File: src/logic/bss_pkg.sv
`default_nettype none
package bss_pkg;

  // ==========================================================================
  // register map
  localparam logic [7:0] BSS_ADDR_NORMAL = 8'h35;
  localparam logic [7:0] BSS_ADDR_STBY = 8'h36;
  localparam logic [7:0] BSS_ADDR_SLEEP = 8'h37;
  localparam int BSS_CODE_LSB = 0;
  localparam int BSS_CODE_W = 6;
  localparam int BSS_RANGE_BIT = 6;
  localparam logic [5:0] BSS_CODE_RST = 6'h00;
  localparam logic BSS_RANGE_RST = 1'b0;
  localparam logic [7:0] BSS_RDATA_RST = 8'h00;

  // ==========================================================================
  // voltage coding, in millivolts
  localparam int BSS_MV_W = 12;
  localparam logic [11:0] BSS_LOW_BASE_MV = 12'h190;
  localparam logic [11:0] BSS_LOW_STEP_MV = 12'h019;
  localparam logic [11:0] BSS_HIGH_BASE_MV = 12'h320;
  localparam logic [11:0] BSS_HIGH_STEP_MV = 12'h032;
  localparam logic [5:0] BSS_HIGH_MAX_CODE = 6'h32;
  localparam logic [11:0] BSS_VOUT_RST = 12'h190;

  // ==========================================================================
  // operating modes and phases
  localparam logic [1:0] BSS_MODE_NORMAL = 2'h0;
  localparam logic [1:0] BSS_MODE_STBY = 2'h1;
  localparam logic [1:0] BSS_MODE_SLEEP = 2'h2;

  typedef enum logic {
    BSS_CAPTURE,
    BSS_RUN
  } bss_phase_type;

  typedef struct packed {
    bss_phase_type phase;
    logic range;
    logic [5:0] norm_code;
    logic [5:0] stby_code;
    logic [5:0] sleep_code;
    logic [7:0] rdata;
    logic rvalid;
    logic [5:0] act_code;
    logic act_range;
    logic [11:0] vout;
    logic reserved;
  } bss_state_type;

endpackage
`default_nettype wire

File: src/logic/bss_vout_map.sv
`default_nettype none
module bss_vout_map
  import bss_pkg::*;
(
  // set point
  input wire logic [5:0] code_i,
  input wire logic range_i,
  // result
  output logic [11:0] vout_mv_o,
  output logic reserved_o
);

  // ==========================================================================
  // linear mapping
  logic [11:0] code_ext;
  assign code_ext = {6'h00, code_i};
  assign vout_mv_o = range_i ? 12'(BSS_HIGH_BASE_MV + code_ext * BSS_HIGH_STEP_MV)
                             : 12'(BSS_LOW_BASE_MV + code_ext * BSS_LOW_STEP_MV);
  assign reserved_o = range_i && (code_i > BSS_HIGH_MAX_CODE);

endmodule
`default_nettype wire

File: src/logic/bss_setpoint.sv
`default_nettype none
module bss_setpoint
  import bss_pkg::*;
(
  // clock, reset, enable
  input wire logic clock_i,
  input wire logic sys_rst_i,
  input wire logic clk_en_i,
  // configuration straps
  input wire logic dflt_range_i,
  input wire logic otp_valid_i,
  input wire logic otp_range_i,
  // register port
  input wire logic [7:0] reg_addr_i,
  input wire logic reg_wr_i,
  input wire logic [7:0] reg_wdata_i,
  input wire logic reg_rd_i,
  output logic [7:0] reg_rdata_o,
  output logic reg_rvalid_o,
  // operating mode
  input wire logic [1:0] op_mode_i,
  // regulator target
  output logic [5:0] active_code_o,
  output logic active_range_o,
  output logic [11:0] vout_mv_o,
  output logic code_reserved_o,
  output logic cfg_done_o
);

  bss_state_type state_ff;
  bss_state_type nxt_state;
  logic [5:0] sel_code;
  logic [11:0] map_mv;
  logic map_reserved;

  // ==========================================================================
  // active set point selection
  always_comb begin
    if (op_mode_i == BSS_MODE_STBY) begin
      sel_code = state_ff.stby_code;
    end else if (op_mode_i == BSS_MODE_SLEEP) begin
      sel_code = state_ff.sleep_code;
    end else begin
      sel_code = state_ff.norm_code;
    end
  end

  bss_vout_map u_map (
    .code_i(sel_code),
    .range_i(state_ff.range),
    .vout_mv_o(map_mv),
    .reserved_o(map_reserved)
  );

  // ==========================================================================
  // next state
  always_comb begin
    nxt_state = state_ff;
    nxt_state.rvalid = 1'b0;
    case (state_ff.phase)
      BSS_CAPTURE: begin
        // one range for all three modes, taken once
        nxt_state.range = otp_valid_i ? otp_range_i : dflt_range_i;
        nxt_state.phase = BSS_RUN;
      end
      BSS_RUN: begin
        nxt_state.range = state_ff.range;
      end
      default: begin
        nxt_state.phase = BSS_CAPTURE;
      end
    endcase
    if (reg_wr_i) begin
      // only the code field is writable
      if (reg_addr_i == BSS_ADDR_NORMAL) begin
        nxt_state.norm_code = reg_wdata_i[BSS_CODE_LSB +: BSS_CODE_W];
      end else if (reg_addr_i == BSS_ADDR_STBY) begin
        nxt_state.stby_code = reg_wdata_i[BSS_CODE_LSB +: BSS_CODE_W];
      end else if (reg_addr_i == BSS_ADDR_SLEEP) begin
        nxt_state.sleep_code = reg_wdata_i[BSS_CODE_LSB +: BSS_CODE_W];
      end
    end
    if (reg_rd_i) begin
      nxt_state.rvalid = 1'b1;
      if (reg_addr_i == BSS_ADDR_NORMAL) begin
        nxt_state.rdata = {1'b0, state_ff.range, state_ff.norm_code};
      end else if (reg_addr_i == BSS_ADDR_STBY) begin
        nxt_state.rdata = {1'b0, state_ff.range, state_ff.stby_code};
      end else if (reg_addr_i == BSS_ADDR_SLEEP) begin
        nxt_state.rdata = {1'b0, state_ff.range, state_ff.sleep_code};
      end else begin
        nxt_state.rdata = BSS_RDATA_RST;
      end
    end
    nxt_state.act_code = sel_code;
    nxt_state.act_range = state_ff.range;
    nxt_state.vout = map_mv;
    nxt_state.reserved = map_reserved;
  end

  // ==========================================================================
  // state register
  always_ff @(posedge clock_i) begin
    if (sys_rst_i) begin
      state_ff <= '{phase: BSS_CAPTURE, range: BSS_RANGE_RST, norm_code: BSS_CODE_RST,
                    stby_code: BSS_CODE_RST, sleep_code: BSS_CODE_RST,
                    rdata: BSS_RDATA_RST, rvalid: 1'b0, act_code: BSS_CODE_RST,
                    act_range: BSS_RANGE_RST, vout: BSS_VOUT_RST, reserved: 1'b0};
    end else if (clk_en_i) begin
      state_ff <= nxt_state;
    end
  end

  assign reg_rdata_o = state_ff.rdata;
  assign reg_rvalid_o = state_ff.rvalid;
  assign active_code_o = state_ff.act_code;
  assign active_range_o = state_ff.act_range;
  assign vout_mv_o = state_ff.vout;
  assign code_reserved_o = state_ff.reserved;
  assign cfg_done_o = (state_ff.phase == BSS_RUN);
endmodule
`default_nettype wire

File: config.mk
export PLATFORM = sky130hd
export DESIGN_NAME = bss_setpoint
export DESIGN_NICKNAME = d
export VERILOG_FILES = /design/src/logic/bss_pkg.sv /design/src/logic/bss_vout_map.sv /design/src/logic/bss_setpoint.sv
export SDC_FILE = /design/constraint.sdc
export NUM_CORES = 1
export LEC_CHECK = 0
export BUFFER_PORTS_ARGS = -buffer_cell sky130_fd_sc_hd__buf_2
export CAP_MARGIN = 25
export CORE_MARGIN = 2
export CORE_UTILIZATION = 25
export CTS_CLUSTER_DIAMETER = 150
export CTS_CLUSTER_SIZE = 28
export DETAILED_ROUTE_END_ITERATION = 6
export SETUP_SLACK_MARGIN = 0.4
export SYNTH_ARGS = -nofsm -noshare
export SYNTH_HDL_FRONTEND = slang
export SYNTH_SLANG_ARGS = --single-unit
export TNS_END_PERCENT = 50
File: constraint.sdc
create_clock -name clock_i -period 5.5 [get_ports clock_i]
set_clock_uncertainty 0.15 [all_clocks]
set_input_delay 0.55 -clock clock_i [delete_from_list [all_inputs] [get_ports clock_i]]
set_output_delay 0.55 -clock clock_i [all_outputs]
set_load 0.02 [all_outputs]
# After elaboration in Yosys (flattened, before gate mapping)
# Cells that the tools add are included.
[classes] add_sub_neg=2 multipliers=2 n_lt_le_gt_ge=1 n_eq_ne=5 muxes=9 n_bitwise=3 reduce_logical=6
[ops] cell="$eq A8 B6 Y1 const B" n=3
[ops] cell="$mul A6 B5 Y11 const B" n=2
[ops] cell="$mux W7" n=3
[ops] cell="$add A10 B12 Y12 const A" n=1
[ops] cell="$add A9 B12 Y12 const A" n=1
[ops] cell="$mux W12" n=1
[ops] cell="$mux W6" n=2
[ops] cell="$gt A6 B6 Y1 const B" n=1
[ops] cell="$reduce_and A5 Y1" n=1
[ops] cell="$reduce_and A2 Y1" n=2
[ops] cell="$reduce_and A4 Y1" n=1
[ops] cell="$mux W1" n=3
[ops] cell="$not A1 Y1" n=3
[ops] cell="$reduce_and A3 Y1" n=1
[ops] cell="$eq A2 B1 Y1 const B" n=1
[ops] cell="$eq A2 B2 Y1 const B" n=1
[ops] cell="$logic_and A1 B1 Y1" n=1
[word_totals] regBits=48 input_bits=26 out_inout_bits=30

# Depth between registers and ports, before layout
[depth] word_depth=6 depth_mapped=15 depth_no_buf=15

# Cells and area by module
# A second synthesis with hierarchy kept.
[unflattened] cells_unflattened=384 area_unflattened_um2=3562.2
[modules_own_cells] module="bss_setpoint" n_inst=1 cells_each=240 area_each_um2=2342.2 seq_area_each_um2=960.9
[modules_own_cells] module="bss_vout_map" n_inst=1 cells_each=144 area_each_um2=1219.9 seq_area_each_um2=0.0

# Worst setup path before layout
# OpenSTA, ideal clock, no wires.
[synth_path] path_kind="input to register" startpoint="input op_mode_i[0]" endpoint="register state_ff, in the netlist vout_mv_o[10]" setup_ns=0.066 arrival_ns=3.862 required_time_ns=5.284 setup_slack_ns=1.422 cell_stages=14 path_buffers=0 path_cell_list="nand2b_1 -> nand2_1 -> nor2_1 -> nor2_1 -> ha_1 -> ha_1 -> ha_1 -> fa_1 -> a211oi_1 -> o21ba_1 -> o221ai_1 -> xnor2_1 -> a311o_1 -> a21oi_2"
[synth_rtl] element="start: declaration" line_no="bss_setpoint.sv:21" rtl="input wire logic [1:0] op_mode_i,"
[synth_rtl] element="end signal: assignment" line_no="bss_setpoint.sv:105" rtl="state_ff <= '{phase: BSS_CAPTURE, range: BSS_RANGE_RST, norm_code: BSS_CODE_RST,"
[synth_rtl] element="end signal: assignment" line_no="bss_setpoint.sv:110" rtl="state_ff <= nxt_state;"
[synth_rtl] element="end: declaration" line_no="bss_setpoint.sv:30" rtl="bss_state_type state_ff;"

==> impl_metrics.csv <==
group,metric,value,unit
die,core,11270,µm²
power_and_ir_drop,swShare,0.2882,
synth,synth_cell_type_count,50,
clock_network,cts_tree,"yes",
grt,grt_pass1_vias,2208,
timing,max_slew_margin,0.4947,
clock_network,htreeDepth,2,
synth,yosysSeqAreaShare,0.3367,
detailed_routing,ant_nets,0,
detailed_routing,via_per_inst,4.767,
critical_path,rr_endpoint,"vout_mv_o[10]",
clock_network,clk_latency,0.29,ns
power_and_ir_drop,p_sw,0.0002923,W
power_and_ir_drop,p_clk_frac,0.395,
clock_network,cts_max_path_buffers,2,
timing,finalSetupTns,0,ns
clock_network,clkTransAtPathRegs,0.07,ns
finish,layout_commonest_cell,"nor2_1",
worst_hold_path,hold_class,"reg -> reg",
timing,hold_violations,0,
synth,ys.flop_type,"dfxtp_1",
die,dieArea,12290,µm²
power_and_ir_drop,vdd_ir_drop_max,0.1706,mV
timing,min_period,4.454,ns
power_and_ir_drop,p_leak,1.422,nW
synth,synth_edf_count,0,
clock_network,cts_resized,0,
critical_path,crit_path_end_kind,"flip-flop",
grt,grt_util_all_layers,0.1089,
critical_path,worst_r2r_path_depth,13,
critical_path,worstReg2RegStart,"state_ff[37]",
clock_network,cts_made_buffers,5,
finish,finalInstanceArea,3217,µm²
timing,tightest_slew,0.7579,ns
detailed_routing,wire_per_inst,14.05,µm
critical_path,worstSetupPathType,"in -> reg",
run_status,run_status,"completed",
critical_path,critPathLaunch,"op_mode_i[0]",
synth,synth-seq-cells,48,
placement,postPlaceCellArea,3023,µm²
grt,gr-total-overflow,0,
synth,avgSynthCellArea,8.648,µm²
die,die-height,110.8,µm
critical_path,path_max_fanout,7,
power_and_ir_drop,seqPwrFrac,0.372,
clock_network,cts_root_buffer,"clkbuf_16",
critical_path,r2r_slack,1.56,ns
placement,place.gp.congestion,0.8369,
critical_path,crit_slowest_cell,"fa_1",
timing,rsz0062_at_grt,"false",
synth,syn_inst,330,
power_and_ir_drop,p_comb_frac,0.233,
flow_run,cap_violations,0,
detailed_routing,drt_iter0_markers,85,
power_and_ir_drop,p_per_area,315.4,nW/µm²
clock_network,post_cts_buffers,0,
timing,period_share,0.8098,
critical_path,startpoint_type,"input port",
critical_path,critPathMaxStageDelay,0.46,ns
grt,grt_pass1_wl,11090,µm
critical_path,path_cells,"buf_2 > nand2b_1 > nand2_1 > o21ai_1 > inv_1 > ha_1 > ha_1 > ha_1 > fa_1 > a211oi_1 > o21ba_1 > o221ai_1 > xnor2_1 > a311o_1 > a21oi_2",
finish,num-nets-final,396,
critical_path,worstPathRequired,5.58,ns
grt,antenna_found_initial,0,
finish,n_antenna_cell,0,
finish,area_growth,12.71,%
power_and_ir_drop,p_int,0.0007221,W
finish,mostFrequentLayoutCells,"nor2_1 (57), buf_2 (52), dfxtp_1 (48)",
synth,syn-num-nets,381,
critical_path,crit_end,"vout_mv_o[10]",
detailed_routing,drt_pass1_iterations,5,
timing,holdWs,0.3166,ns
critical_path,cp.arrival,4.53,ns
die,io_pins,56,
timing,setup_viol,0,
finish,layoutNonFillerInstCount,489,
detailed_routing,vias,2331,
die,start_util,0.2532,
die,die_x,110.8,µm
detailed_routing,drt_wl_total,6870,µm
synth,yosys_warnings,0,
placement,port_buffers,52,
finish,drive_gt1_frac,0.1821,
power_and_ir_drop,p_total,0.001014,W
grt,grt_max_degree,41,
detailed_routing,drc,0,
clock_network,postCtsHoldBufs,0,
synth,syn-cell-area,2854,µm²
placement,hpwl,5023,µm
timing,report.final.slew_viol_count,0,
placement,dpl.cell_count,481,
die,rows,39,
critical_path,crit_top_cell,"ha_1",
clock_network,cts_sinks,48,
timing,fmax,0.2245,GHz
synth,async_flop_share,0,
[critical path: cells and delay by family]
family,cells,cell delay [ns]
AND/OR/NAND/NOR,2,0.52
buffers and inverters,2,0.22
adder cells (fa/ha/maj),4,1.39
XOR/XNOR,1,0.18
AO/OA/AOI/OAI,6,1.67
[cell type report]
cell class / instances / area (µm²)
sequential: 48 / 960.9
inverter: 9 / 33.78
timing repair buffer: 52 / 260.3
multi-input combinational: 229 / 1589
fill: 1186 / 8055
clock buffer: 5 / 125.1
clock inverter: 3 / 68.82
tap: 143 / 178.9
[flip-flops by register name, summed over array words and instances (netlist names)]
register	count
state_ff	18
vout_mv_o	12
reg_rdata_o	7
active_code_o	6
active_range_o	1
cfg_done_o	1
code_reserved_o	1
nxt_state	1
reg_rvalid_o	1
[cells by family (layout without fill, tap and decap cells)]
kind of cell,Yosys count,count (layout),synth area share
AOI/OAI and AO/OA,70,70,0.1701
xor gates and xnor gates,9,9,0.02762
adders and majority gates,25,25,0.1122
buffers and inverters,53,69,0.1065
DFF,48,48,0.3367
muxes,27,27,0.09513
other,1,1,0.001314
and+or+nand+nor,97,97,0.1504
[through the flow]
stage / setup WS (ns) / util
global route: 0.8751 / 0.2854
CTS: 1.085 / 0.2854
finish: 1.046 / 0.2854
floorplan: 1.422 / -
global placement: 0.8561 / 0.2682
detailed placement: 0.8026 / 0.2682
[cells in the mapped netlist (2+ instances only)]
master    number  area [µm²]
a211oi_1       6       45.04
nor2_1        57       214.0
o21bai_1       2       15.01
o22ai_1        5       31.28
a21oi_1       17       85.08
nand2b_1       3       18.77
o211ai_1       2       15.01
xor2_1         5       43.79
nand4_1        2       12.51
a221oi_1       7       61.31
and2_1         2       12.51
dfxtp_1       48       960.9
inv_1          8       30.03
o21ai_0       10       50.05
xnor2_1        4       35.03
nand2_1       18       67.56
o21ai_1        4       20.02
nor3_1         2       10.01
o22a_1         3       26.28
and3_1         5       31.28
buf_4         26       195.2
and3b_1        2       17.52
clkbuf_1      11       41.29
ha_1          24       300.3
buf_2          6       30.03
mux2i_1       26       260.3
o21a_1         2       15.01
[layer usage]
layer  part of all wire  global-route usage  up-vias
met3              0.072             0.03499       12
met1               0.46              0.1425     1094
li1                   -                   -     1164
met2               0.44              0.1685       61
met5                  0                   0        -
met4              0.022             0.03917        0
[power by group through the flow]
| stage | combinational (W) | clock [W] | sequential, W |
|---|---|---|---|
| global route | 0.000261 | 0.000421 | 0.000380 |
| finish | 0.000236 | 0.000400 | 0.000378 |
| CTS | 0.000237 | 0.000410 | 0.000378 |
| floorplan | 0.000199 | 0 | 0.000382 |
| detailed placement | 0.000235 | 0 | 0.000386 |
| global placement | 0.000233 | 0 | 0.000385 |
[how the worst min path moves through the flow]
stage                              start              to  slack (ns)  cells after the start
after floorplan           reg_rdata_o[6]  reg_rdata_o[6]        0.28                      2
after global placement    reg_rdata_o[6]  reg_rdata_o[6]        0.30                      2
after detailed placement  reg_rdata_o[6]  reg_rdata_o[6]        0.30                      2
after CTS                 reg_rdata_o[6]  reg_rdata_o[6]        0.31                      2
after global routing      reg_rdata_o[6]  reg_rdata_o[6]        0.32                      2
final                     reg_rdata_o[6]  reg_rdata_o[6]        0.32                      2
Power figures use the tool's default switching activity.
